==> src/esst_defines.svh <==
// Constants of the servo sector timing block: register offsets,
// field positions, reset values and timing counts.
// Assumes a 20 MHz hclk and a 32-bit AHB-Lite register bus.
`ifndef ESST_DEFINES_SVH
`define ESST_DEFINES_SVH

// Register byte offsets.
`define ESST_CTRL_OFS      12'h000
`define ESST_CONFIG_OFS    12'h004
`define ESST_TRACK_OFS     12'h008
`define ESST_INTERVAL_OFS  12'h00c
`define ESST_SERVO_LEN_OFS 12'h010
`define ESST_GAP_OFS       12'h014
`define ESST_RPT_GAP_OFS   12'h018
`define ESST_UBPS_OFS      12'h01c
`define ESST_SPT_OFS       12'h020
`define ESST_STATUS_OFS    12'h024
`define ESST_MASK_OFS      12'h028
`define ESST_HSW_OFS       12'h02c
`define ESST_POS_OFS       12'h030

// Field positions.
`define ESST_CTRL_MODE_LSB   0
`define ESST_CTRL_MODE_MSB   1
`define ESST_CFG_LONG_BIT    0
`define ESST_EV_DONE_BIT     0
`define ESST_EV_BLOCK_BIT    1
`define ESST_EV_HSW_BIT      2
`define ESST_EV_SECTOR_BIT   3

// Reset values.
`define ESST_TRACK_RST     16'h4e20
`define ESST_INTERVAL_RST  16'h1388
`define ESST_SERVO_LEN_RST 16'h0030
`define ESST_GAP_RST       16'h0010
`define ESST_UBPS_RST      16'h0465
`define ESST_SPT_RST       16'h0010

// Timing: clock period and the short head switch bound.
`define ESST_CLK_NS        50
`define ESST_SHORT_HSW_NS  15000
`define ESST_HSW_RST       ((`ESST_SHORT_HSW_NS + `ESST_CLK_NS - 1) / `ESST_CLK_NS)

`endif

==> src/esst_pkg.sv <==
// Types of the servo sector timing block.
// Assumes nothing of its surroundings.
package esst_pkg;

    // Servo layout of the data tracks.
    typedef enum logic [1:0] {
        ESST_SERVO_NONE  = 2'b00,
        ESST_SERVO_EVERY = 2'b01,
        ESST_SERVO_SPARSE = 2'b10
    } esst_mode_t;

    // Geometry recompute sequence.
    typedef enum logic [2:0] {
        ESST_IDLE   = 3'b000,
        ESST_N_GO   = 3'b001,
        ESST_N_WAIT = 3'b010,
        ESST_U_GO   = 3'b011,
        ESST_U_WAIT = 3'b100,
        ESST_S_GO   = 3'b101,
        ESST_S_WAIT = 3'b110
    } esst_state_t;

endpackage

==> src/esst_div_if.sv <==
// Request and answer of the serial divider.
// Assumes one clock shared by both ends.
`timescale 1ns/1ps
`default_nettype none
interface esst_div_if;
    logic        start;
    logic [15:0] dividend;
    logic [15:0] divisor;
    logic        done;
    logic [15:0] quotient;

    modport master (output start, output dividend, output divisor,
                    input done, input quotient);
    modport slave  (input start, input dividend, input divisor,
                    output done, output quotient);
endinterface
`default_nettype wire

==> src/esst_div.sv <==
// Serial restoring divider, sixteen cycles per quotient.
// Assumes a nonzero divisor; a zero divisor yields all ones.
`timescale 1ns/1ps
`default_nettype none
module esst_div (
    // Clock, reset and freeze.
    input  wire logic   hclk,
    input  wire logic   hresetn,
    input  wire logic   ce,
    // Division request and answer.
    esst_div_if.slave   dv
);
    logic [4:0]  count_reg;
    logic [15:0] rem_reg;
    logic [15:0] quo_reg;
    logic [15:0] divs_reg;
    logic        done_reg;
    logic [16:0] trial;
    logic        fits;

    // One quotient bit per cycle.
    assign trial       = {rem_reg, quo_reg[15]};
    assign fits        = trial >= {1'b0, divs_reg};
    assign dv.done     = done_reg;
    assign dv.quotient = quo_reg;

    // The count runs down to zero; done pulses on the last step.
    always_ff @(posedge hclk or negedge hresetn)
    begin
        if (!hresetn)
        begin
            count_reg <= 5'h00;
            rem_reg   <= 16'h0000;
            quo_reg   <= 16'h0000;
            divs_reg  <= 16'h0000;
            done_reg  <= 1'b0;
        end
        else if (ce)
        begin
            done_reg <= (count_reg == 5'h01);
            if (dv.start)
            begin
                count_reg <= 5'h10;
                rem_reg   <= 16'h0000;
                quo_reg   <= dv.dividend;
                divs_reg  <= dv.divisor;
            end
            else if (count_reg != 5'h00)
            begin
                count_reg <= count_reg - 5'h01;
                rem_reg   <= fits ? 16'(trial - {1'b0, divs_reg})
                                  : trial[15:0];
                quo_reg   <= {quo_reg[14:0], fits};
            end
        end
    end
endmodule // esst_div
`default_nettype wire

==> src/esst_timing.sv <==
// Drive-side servo sector timing: head switch completion, write
// inhibit over servo, sector pulse placement and geometry recompute.
// Assumes byte_tick marks each byte under the head, servo_area is high
// while a servo region passes, and all inputs are synchronous to hclk.
`include "esst_defines.svh"
`timescale 1ns/1ps
`default_nettype none
// Functional notes
// - Configuration bit reports long head switches
// - Hold command complete low during switch
// - Servo length reported as sector gaps
// - Block writes inside servo regions
// - Sparse servo sits inside sector gaps
// - Sector pulses postponed past servo region
// - Track size reported without servo regions
// - Whole sectors fit between servo regions
// - Spread sector size evenly per interval
// - Defect offsets count bytes excluding servo
// - No servo: accept any geometry
module esst_timing (
    // Clock, reset and freeze.
    input  wire logic         hclk,
    input  wire logic         hresetn,
    input  wire logic         ce,
    // AHB-Lite slave.
    input  wire logic         hsel,
    input  wire logic [31:0]  haddr,
    input  wire logic [1:0]   htrans,
    input  wire logic         hwrite,
    input  wire logic [2:0]   hsize,
    input  wire logic [31:0]  hwdata,
    input  wire logic         hready,
    output logic              hreadyout,
    output logic              hresp,
    output logic [31:0]       hrdata,
    // Media timing from the spindle and servo channel.
    input  wire logic         byte_tick,
    input  wire logic         index_in,
    input  wire logic         servo_area,
    // Controller side of the drive interface.
    input  wire logic         head_switch_req,
    input  wire logic         write_gate_in,
    output logic              write_gate_out,
    output logic              cmd_complete,
    output logic              index_out,
    output logic              sector_out,
    output logic              irq
);
    esst_div_if dv ();

    esst_pkg::esst_state_t state_reg;
    esst_pkg::esst_mode_t  mode_reg;
    logic [15:0] track_reg, interval_reg, servo_len_reg, gap_reg;
    logic [15:0] ubps_reg, spt_reg, req_reg, n_reg, hsw_reg;
    logic [15:0] byte_cnt_reg, pos_reg, hsw_cnt_reg;
    logic [3:0]  status_reg, mask_reg, events;
    logic        index_reg, sector_reg, rdata_sel;
    logic [11:0] addr_reg;
    logic        wr_reg;
    logic        long_sw, servo_on, addr_ok, wr_go;
    logic        sector_fire, calc_done, blocked;
    logic [15:0] inter_sector_gap, ubps_last, n_clamped;
    logic [31:0] rdata_mux;

    // Bus decode; the slave never stalls and always answers OKAY.
    assign hreadyout = 1'b1;
    assign hresp     = 1'b0;
    assign addr_ok   = hsel & htrans[1] & hready;
    assign wr_go     = wr_reg & ce;
    assign servo_on  = mode_reg != esst_pkg::ESST_SERVO_NONE;
    assign long_sw   = servo_on;
    assign inter_sector_gap = (mode_reg == esst_pkg::ESST_SERVO_EVERY)
                            ? servo_len_reg : gap_reg;
    assign ubps_last = ubps_reg - 16'h0001;
    assign n_clamped = (dv.quotient == 16'h0000) ? 16'h0001 : dv.quotient;

    assign write_gate_out = write_gate_in & ~servo_area;
    assign blocked        = write_gate_in & servo_area;
    assign sector_fire = byte_tick & ~servo_area & ~index_in
                       & (byte_cnt_reg == ubps_last);
    assign calc_done   = (state_reg == esst_pkg::ESST_S_WAIT) & dv.done;
    assign cmd_complete = (hsw_cnt_reg == 16'h0000);
    assign index_out   = index_reg;
    assign sector_out  = sector_reg;
    assign irq         = |(status_reg & mask_reg);
    assign events = {sector_fire,
                     long_sw & head_switch_req & cmd_complete,
                     blocked, calc_done};

    // Divider operands follow the recompute step.
    assign dv.start = (state_reg == esst_pkg::ESST_N_GO)
                    | (state_reg == esst_pkg::ESST_U_GO)
                    | (state_reg == esst_pkg::ESST_S_GO);
    assign dv.dividend = (state_reg == esst_pkg::ESST_S_GO)
                       ? track_reg : interval_reg;
    assign dv.divisor  = (state_reg == esst_pkg::ESST_N_GO) ? req_reg
                       : (state_reg == esst_pkg::ESST_U_GO) ? n_reg
                       : ubps_reg;

    esst_div u_div (
        .hclk    (hclk),
        .hresetn (hresetn),
        .ce      (ce),
        .dv      (dv)
    );

    // Read data selection; unmapped offsets read as zero.
    always_comb
    begin
        rdata_mux = 32'h0000_0000;
        unique case (haddr[11:0])
            `ESST_CTRL_OFS:      rdata_mux[1:0] = mode_reg;
            `ESST_CONFIG_OFS:    rdata_mux[`ESST_CFG_LONG_BIT] = long_sw;
            `ESST_TRACK_OFS:     rdata_mux[15:0] = track_reg;
            `ESST_INTERVAL_OFS:  rdata_mux[15:0] = interval_reg;
            `ESST_SERVO_LEN_OFS: rdata_mux[15:0] = servo_len_reg;
            `ESST_GAP_OFS:       rdata_mux[15:0] = gap_reg;
            `ESST_RPT_GAP_OFS:   rdata_mux[15:0] = inter_sector_gap;
            `ESST_UBPS_OFS:      rdata_mux[15:0] = ubps_reg;
            `ESST_SPT_OFS:       rdata_mux[15:0] = spt_reg;
            `ESST_STATUS_OFS:    rdata_mux[3:0] = status_reg;
            `ESST_MASK_OFS:      rdata_mux[3:0] = mask_reg;
            `ESST_HSW_OFS:       rdata_mux[15:0] = hsw_reg;
            `ESST_POS_OFS:       rdata_mux[15:0] = pos_reg;
            default:             rdata_mux = 32'h0000_0000;
        endcase
    end

    // Address phase capture; read data is registered for the data phase.
    always_ff @(posedge hclk or negedge hresetn)
    begin
        if (!hresetn)
        begin
            addr_reg  <= 12'h000;
            wr_reg    <= 1'b0;
            hrdata    <= 32'h0000_0000;
            rdata_sel <= 1'b0;
        end
        else if (ce)
        begin
            addr_reg  <= haddr[11:0];
            wr_reg    <= addr_ok & hwrite;
            rdata_sel <= addr_ok & ~hwrite;
            if (addr_ok & ~hwrite)
                hrdata <= rdata_mux;
        end
    end

    // Software registers. The track size is the servo-exclusive figure.
    // servo excluded size
    always_ff @(posedge hclk or negedge hresetn)
    begin
        if (!hresetn)
        begin
            mode_reg      <= esst_pkg::ESST_SERVO_NONE;
            track_reg     <= `ESST_TRACK_RST;
            interval_reg  <= `ESST_INTERVAL_RST;
            servo_len_reg <= `ESST_SERVO_LEN_RST;
            gap_reg       <= `ESST_GAP_RST;
            mask_reg      <= 4'h0;
            hsw_reg       <= 16'(`ESST_HSW_RST);
        end
        else if (wr_go)
        begin
            unique case (addr_reg)
                `ESST_CTRL_OFS:
                    mode_reg <= esst_pkg::esst_mode_t'(hwdata[1:0]);
                `ESST_TRACK_OFS:     track_reg     <= hwdata[15:0];
                `ESST_INTERVAL_OFS:  interval_reg  <= hwdata[15:0];
                `ESST_SERVO_LEN_OFS: servo_len_reg <= hwdata[15:0];
                `ESST_GAP_OFS:       gap_reg       <= hwdata[15:0];
                `ESST_MASK_OFS:      mask_reg      <= hwdata[3:0];
                `ESST_HSW_OFS:       hsw_reg       <= hwdata[15:0];
                default:             mode_reg      <= mode_reg;
            endcase
        end
    end

    // Sticky events; a new event wins over a write-one clear.
    always_ff @(posedge hclk or negedge hresetn)
    begin
        if (!hresetn)
            status_reg <= 4'h0;
        else if (ce)
            status_reg <= (status_reg
                & ~((wr_reg && addr_reg == `ESST_STATUS_OFS)
                    ? hwdata[3:0] : 4'h0)) | events;
    end

    // Head switch timer; short-switch drives never drop completion.
    // completion held low
    always_ff @(posedge hclk or negedge hresetn)
    begin
        if (!hresetn)
            hsw_cnt_reg <= 16'h0000;
        else if (ce)
        begin
            if (long_sw & head_switch_req)
                hsw_cnt_reg <= (hsw_reg == 16'h0000) ? 16'h0001 : hsw_reg;
            else if (hsw_cnt_reg != 16'h0000)
                hsw_cnt_reg <= hsw_cnt_reg - 16'h0001;
        end
    end

    // Byte counters restart at index and freeze over servo regions.
    // restart and freeze
    always_ff @(posedge hclk or negedge hresetn)
    begin
        if (!hresetn)
        begin
            byte_cnt_reg <= 16'h0000;
            pos_reg      <= 16'h0000;
            index_reg    <= 1'b0;
            sector_reg   <= 1'b0;
        end
        else if (ce)
        begin
            index_reg  <= index_in;
            sector_reg <= sector_fire;
            if (index_in)
            begin
                byte_cnt_reg <= 16'h0000;
                pos_reg      <= 16'h0000;
            end
            else if (byte_tick & ~servo_area)
            begin
                byte_cnt_reg <= sector_fire ? 16'h0000
                                            : byte_cnt_reg + 16'h0001;
                pos_reg      <= pos_reg + 16'h0001;
            end
        end
    end

    // Geometry recompute on a write of the requested sector size.
    // A servo drive fits n whole sectors per interval and spreads
    // the remainder; a servo-free drive takes the request as is.
    // whole sectors
    always_ff @(posedge hclk or negedge hresetn)
    begin
        if (!hresetn)
        begin
            state_reg <= esst_pkg::ESST_IDLE;
            req_reg   <= `ESST_UBPS_RST;
            ubps_reg  <= `ESST_UBPS_RST;
            n_reg     <= 16'h0001;
            spt_reg   <= `ESST_SPT_RST;
        end
        else if (ce)
        begin
            unique case (state_reg)
                esst_pkg::ESST_IDLE:
                    if (wr_reg && addr_reg == `ESST_UBPS_OFS)
                    begin
                        req_reg   <= (hwdata[15:0] == 16'h0000)
                                   ? 16'h0001 : hwdata[15:0];
                        state_reg <= servo_on ? esst_pkg::ESST_N_GO
                                              : esst_pkg::ESST_S_GO;
                        if (!servo_on)
                            ubps_reg <= (hwdata[15:0] == 16'h0000)
                                      ? 16'h0001 : hwdata[15:0];
                    end
                esst_pkg::ESST_N_GO:
                    state_reg <= esst_pkg::ESST_N_WAIT;
                esst_pkg::ESST_N_WAIT:
                    if (dv.done)
                    begin
                        n_reg     <= n_clamped;
                        state_reg <= esst_pkg::ESST_U_GO;
                    end
                esst_pkg::ESST_U_GO:
                    state_reg <= esst_pkg::ESST_U_WAIT;
                esst_pkg::ESST_U_WAIT:
                    if (dv.done)
                    begin
                        ubps_reg  <= n_clamped;
                        state_reg <= esst_pkg::ESST_S_GO;
                    end
                esst_pkg::ESST_S_GO:
                    state_reg <= esst_pkg::ESST_S_WAIT;
                esst_pkg::ESST_S_WAIT:
                    if (dv.done)
                    begin
                        spt_reg   <= dv.quotient;
                        state_reg <= esst_pkg::ESST_IDLE;
                    end
                default:
                    state_reg <= esst_pkg::ESST_IDLE;
            endcase
        end
    end
endmodule // esst_timing
`default_nettype wire

==> config.mk <==
export PLATFORM = sky130hd
export DESIGN_NAME = esst_timing
export DESIGN_NICKNAME = d
export VERILOG_FILES = /design/src/esst_pkg.sv /design/src/esst_div_if.sv /design/src/esst_div.sv /design/src/esst_timing.sv
export VERILOG_INCLUDE_DIRS = /design/src
export SDC_FILE = /design/constraint.sdc
export NUM_CORES = 1
export LEC_CHECK = 0
export BUFFER_PORTS_ARGS = -buffer_cell sky130_fd_sc_hd__buf_4
export CAP_MARGIN = 5
export CORE_AREA = 2 2 275 168
export DETAILED_ROUTE_END_ITERATION = 10
export DIE_AREA = 0 0 277 170
export PLACE_DENSITY = 0.52
export REMOVE_ABC_BUFFERS = 1
export SLEW_MARGIN = 20
export SYNTH_ARGS = -nofsm -noshare
export SYNTH_HDL_FRONTEND = slang
export SYNTH_SLANG_ARGS = --single-unit
==> constraint.sdc <==
create_clock -name hclk -period 6.8 [get_ports hclk]
set_input_delay 1.36 -clock hclk [delete_from_list [all_inputs] [get_ports hclk]]
set_output_delay 1.36 -clock hclk [all_outputs]
set_load 0.005 [all_outputs]
# After elaboration in Yosys (flattened, before gate mapping)
# Cells that the tools add are included.
[totals]
regBits = 290
word_cells = 159
input_bits = 80
out_inout_bits = 39
[op_classes]
n_reduce_logical = 34
order_cmp = 1
add_sub_neg = 6
eq_ne = 34
bitwise_logic = 22
mux = 36
[op_table]
columns = ["op", "count"]
rows = [
  ["2-to-1 mux 16 bit", 22],
  ["one-hot mux 12 bit (9 select lines)", 1],
  ["equality test 12 x 6 -> 1 bit, second input constant", 8],
  ["equality test 12 x 5 -> 1 bit, second input constant", 7],
  ["zero test 16 bit", 4],
  ["equality test 12 x 4 -> 1 bit, second input constant", 4],
  ["adder 16 x 1 -> 16 bit, second input constant", 2],
  ["one-hot mux 16 bit (2 select lines)", 1],
  ["subtractor 16 x 1 -> 16 bit, second input constant", 2],
  ["zero test 12 bit", 2],
  ["AND reduction 2 bit", 12],
  ["one-hot mux 2 bit (11 select lines)", 1],
  ["one-hot mux 3 bit (7 select lines)", 1],
  [">= comparator 17 x 16 -> 1 bit", 1],
  ["equality test 16 bit", 1],
  ["nonzero test 16 bit", 1],
  ["subtractor 16 bit", 1],
  ["2-to-1 mux 3 bit", 5],
  ["AND 1 bit", 13],
  ["one-hot mux 1 bit (13 select lines)", 1],
  ["equality test 12 x 3 -> 1 bit, second input constant", 1],
  ["one-hot mux 1 bit (12 select lines)", 1],
  ["2-to-1 mux 5 bit", 2],
  ["AND reduction 5 bit", 2],
  ["other kinds (20)", 37],
]

# Longest topological paths before layout
[depth]
depth_word = 7
mapped_depth = 11
ltp_nobuf = 10

# Cells and area by module
# A second synthesis with hierarchy kept.
[hier_totals]
cells_unflattened = 1509
area_unflattened_um2 = 15741.3
[modules_own_cells]
columns = ["module", "area_each_um2", "seq_area_each_um2", "cells_per_inst", "instances"]
rows = [
  ["esst_timing", 12271.8, 5941.9, 1142, 1],
  ["esst_div", 3469.6, 1351.3, 367, 1],
]

# Worst setup path after synthesis
# Ideal clock, no wire load.
[synth_timing]
path_type = "in2reg"
from = "input port haddr[9]"
to = "register hrdata[0]"
path_stages = 9
t_required_ns = 6.718
path_buffers = 2
setup_time_ns = 0.082
arrival_time_ns = 3.348
slack_ns = 3.370
cell_sequence = "or4_1 or2_1 clkbuf_1 nor3_1 buf_2 nand2_1 o21ai_0 a221oi_1 a31oi_1"
[synth_between]
elab_chain_len = 2
word_cells_on_any_way = 14
classes_between = "eq/ne: 12; mux: 1; reduce/logical: 1"
[synth_lines]
columns = ["item", "line_no", "rtl"]
rows = [
  ["start: declaration", "esst_timing.sv:27", "input wire logic [31:0] haddr,"],
  ["equality test 12 x 6 -> 1 bit (tied with other cells)", "esst_timing.sv:111", "unique case (haddr[11:0])"],
  ["one-hot mux 1 bit (13 select lines) (*)", "esst_timing.sv:111", ""],
  ["end signal: assignment", "esst_timing.sv:145", "hrdata <= rdata_mux;"],
  ["end: declaration", "esst_timing.sv:35", "output logic [31:0] hrdata,"],
]
# Mark *: on every way between the ends. The rest lies on a longest branch, timed or not.
# A chain may end at the register's enable or synchronous reset.

# Worst setup path after layout
[layout_timing]
from = "register hsw_cnt_reg[0]"
to = "output port cmd_complete"
[layout_between]
elab_chain_len = 1
[layout_lines]
columns = ["item", "line_no", "rtl"]
rows = [
  ["start: declaration", "esst_timing.sv:55", "logic [15:0] byte_cnt_reg, pos_reg, hsw_cnt_reg;"],
  ["start signal: assignment", "esst_timing.sv:199", "hsw_cnt_reg <= (hsw_reg == 16'h0000) ? 16'h0001 : hsw_reg;"],
  ["start signal: assignment", "esst_timing.sv:201", "hsw_cnt_reg <= hsw_cnt_reg - 16'h0001;"],
  ["zero test 16 bit", "esst_timing.sv:82", "assign cmd_complete = (hsw_cnt_reg == 16'h0000);"],
  ["end: declaration", "esst_timing.sv:44", "output logic cmd_complete,"],
]
# Every way passes these cells.

==> flow_metrics.tcl <==
set metrics [dict create \
    multi_input_area_um2 7660 \
    gr-usage-all-layers_pct 19.4 \
    synth_edf_count 0 \
    cts_buffer_depth 3 \
    dpl.hpwl_um 32500 \
    overflow 0 \
    async_flop_share_pct 100 \
    p_per_area_nw_per_um2 356 \
    hold_path.class "reg2reg" \
    clkPwrFrac_pct 26.7 \
    end_kind "output pin" \
    fin_crit_sh_pct 68.6 \
    avgViaCountPerCell 5.63 \
    fmax_mhz 215 \
    synthToLayoutAreaGrowth_pct 13.0 \
    timing.final.crit_period_ps 4660 \
    status "completed" \
    combPwrFrac_pct 34.2 \
    synth_flop_cell "dfrtp_1" \
    avgSynthCellArea_um2 10.3 \
    ys_ff_latch 290 \
    dpl_worst_slack_ps 2450 \
    muxShareOfSynthArea_pct 15.5 \
    ios 119 \
    p_int_mw 3.87 \
    synth_most_common_cell "dfrtp_1" \
    antenna_found_initial 1 \
    die_w_um 277 \
    worstSetupEndpoint "cmd_complete" \
    synth.top_cell.area_share_pct 42.3 \
    cts-resized-gates 0 \
    routed-via-count 12100 \
    ff2ff_path_depth 9 \
    num_rows 60 \
    clk_pin_slew_worst_paths_ps 70 \
    yosys-top-cells-count "dfrtp_1, nand2_1, mux2_2" \
    grt_pass1_vias 11600 \
    grt_max_degree 125 \
    total_leakage_power_nw 7.67 \
    cts_buffers 28 \
    postSynthCellCount 1503 \
    yosysWarnings 0 \
    dieArea_um2 47100 \
    first_iter_violations 1266 \
    r2r-start "ubps_reg[1]" \
    grt_pass1_wl_um 71100 \
    final_antenna_net_count 0 \
    setup_ws_ps 2140 \
    clock-root-buffer "clkbuf_16" \
    drt_pass1_iterations 5 \
    tns_ps 0 \
    fillers 4414 \
    reg2reg_to "byte_cnt_reg[13]" \
    register_area_um2 7290 \
    insertion_delay_ps 570 \
    slew_headroom_pct 21.6 \
    finalHoldViolations 0 \
    gp_congestion 0.838 \
    crit_arrival_ps 3300 \
    cts_tree "done" \
    portBuffers 60 \
    required_ps 5440 \
    synth_cell_types 83 \
    rsz0062_at_grt "false" \
    syn_area_um2 15400 \
    start_kind "register" \
    die_y_um 170 \
    cts_sinks 290 \
    yosysTopAreaCell "dfrtp_1" \
    synth-adder-area-share_pct 2.06 \
    wl_per_cell_um 21.3 \
    switching_share_pct 37.8 \
    htreeDepth 1 \
    seq_area_frac_synth_pct 47.2 \
    p_switching_mw 2.35 \
    synth-compound-area-share_pct 14.9 \
    startpoint "hsw_cnt_reg[0]" \
    synth_simple_gate_area_share_pct 13.9 \
    initial_core_util_pct 34.7 \
    cts_hold_buffers 0 \
    clock_skew_ps 12.9 \
    routed_wl_um 45700 \
    drc_errors 0 \
    synthTopCellsByArea "dfrtp_1, mux2_2, dfstp_2, mux2i_1, o21ai_0" \
    power.total_mw 6.22 \
    crit_fanout 5 \
    r2r_setup_slack_ps 3170 \
    power_frac_seq_pct 39.2 \
    synth_top_family_by_area "multiplexers" \
    core_area_um2 44400 \
    synth-xor-area-share_pct 2.38 \
    ir_worst_vdd_v 0.000181 \
    tightest_slew_ps 1170 \
    drive_gt1_share_pct 21.4 \
    setup_viol 0 \
    drv_cap 0 \
    cts_setup_buffers 0 \
    fin_nets 1636 \
    critPathKind "reg2out" \
    maxSlewViolCount 0 \
]
[cell type report]
type	count	area share, %
Tap cell	589	4.22
Sequential cell	290	41.8
Timing Repair Buffer	87	3.88
Antenna cell	1	0.0143
Clock buffer	41	4.65
Multi-Input combinational cell	1089	43.9
Inverter	36	0.774
Clock inverter	11	0.803
[worst max-delay path, stage by stage (launching register included)]
cell and delay (ps):
dfrtp_1 420, inv_1 70, ha_1 200, nor4b_2 460, nand3_1 250, nor4_1 690, nand2_1 210, nor2_1 270
buf_4 160
[worst min path at each step]
stage / slack, ps / end / cells past startpoint / start
after detailed placement: 470 / hrdata[6] / 1 / hrdata[6]
final: 480 / hrdata[11] / 1 / hrdata[11]
after floorplan: 450 / u_div.divs_reg[10] / 2 / u_div.divs_reg[10]
after global placement: 460 / hrdata[12] / 1 / hrdata[12]
after global routing: 500 / hrdata[7] / 1 / hrdata[7]
after CTS: 480 / hrdata[6] / 1 / hrdata[6]
[kinds of logic (layout without fill, tap and decap cells)]
logic type | count (synthesis) | count (layout)
XOR/XNOR | 42 | 42
adder cells (fa/ha/maj) | 25 | 25
flip-flops | 290 | 290
AND/OR/NAND/NOR | 435 | 435
other | 2 | 19
multiplexers | 221 | 221
buffers and inverters | 140 | 175
AO/OA/AOI/OAI | 348 | 348
[cell usage in the layout (no fill, tap or decap), types with 35 or more instances in the layout]
master | synthesis | final
o21ai_0 | 118 | 118
dfrtp_1 | 261 | 261
inv_1 | 35 | 35
mux2i_1 | 74 | 74
nor2_1 | 88 | 88
mux2_2 | 147 | 147
nand3_1 | 37 | 36
nand2_1 | 157 | 157
a21oi_1 | 39 | 38
buf_4 | 18 | 84
[power by group through the flow]
stage | combinational, mW | clock (mW) | sequential (mW)
floorplan | 1.53 | 0 | 2.30
global placement | 2.06 | 0 | 2.44
detailed placement | 2.10 | 0 | 2.45
CTS | 2.11 | 1.70 | 2.42
global route | 2.37 | 1.77 | 2.47
finish | 2.13 | 1.66 | 2.44
[layer usage]
| layer | routed length (um) | GRT usage, % |
|---|---|---|
| met1 | 24300 | 31.1 |
| met4 | 804 | 3.54 |
| met2 | 17600 | 26.2 |
| met3 | 3000 | 4.09 |
| met5 | 0 | 0 |
[stage by stage]
stage	util, %	hold WS, ps	instance area [um^2]	instances
2_1_floorplan	-	450	15000	1415
3_3_place_gp	37.1	461	16500	2090
3_5_place_dp	37.1	467	16500	2090
4_1_cts	39.2	481	17400	2142
5_1_grt	39.3	501	17500	2143
6_report	39.3	476	17500	2144
(Power assumes the default switching activity.)
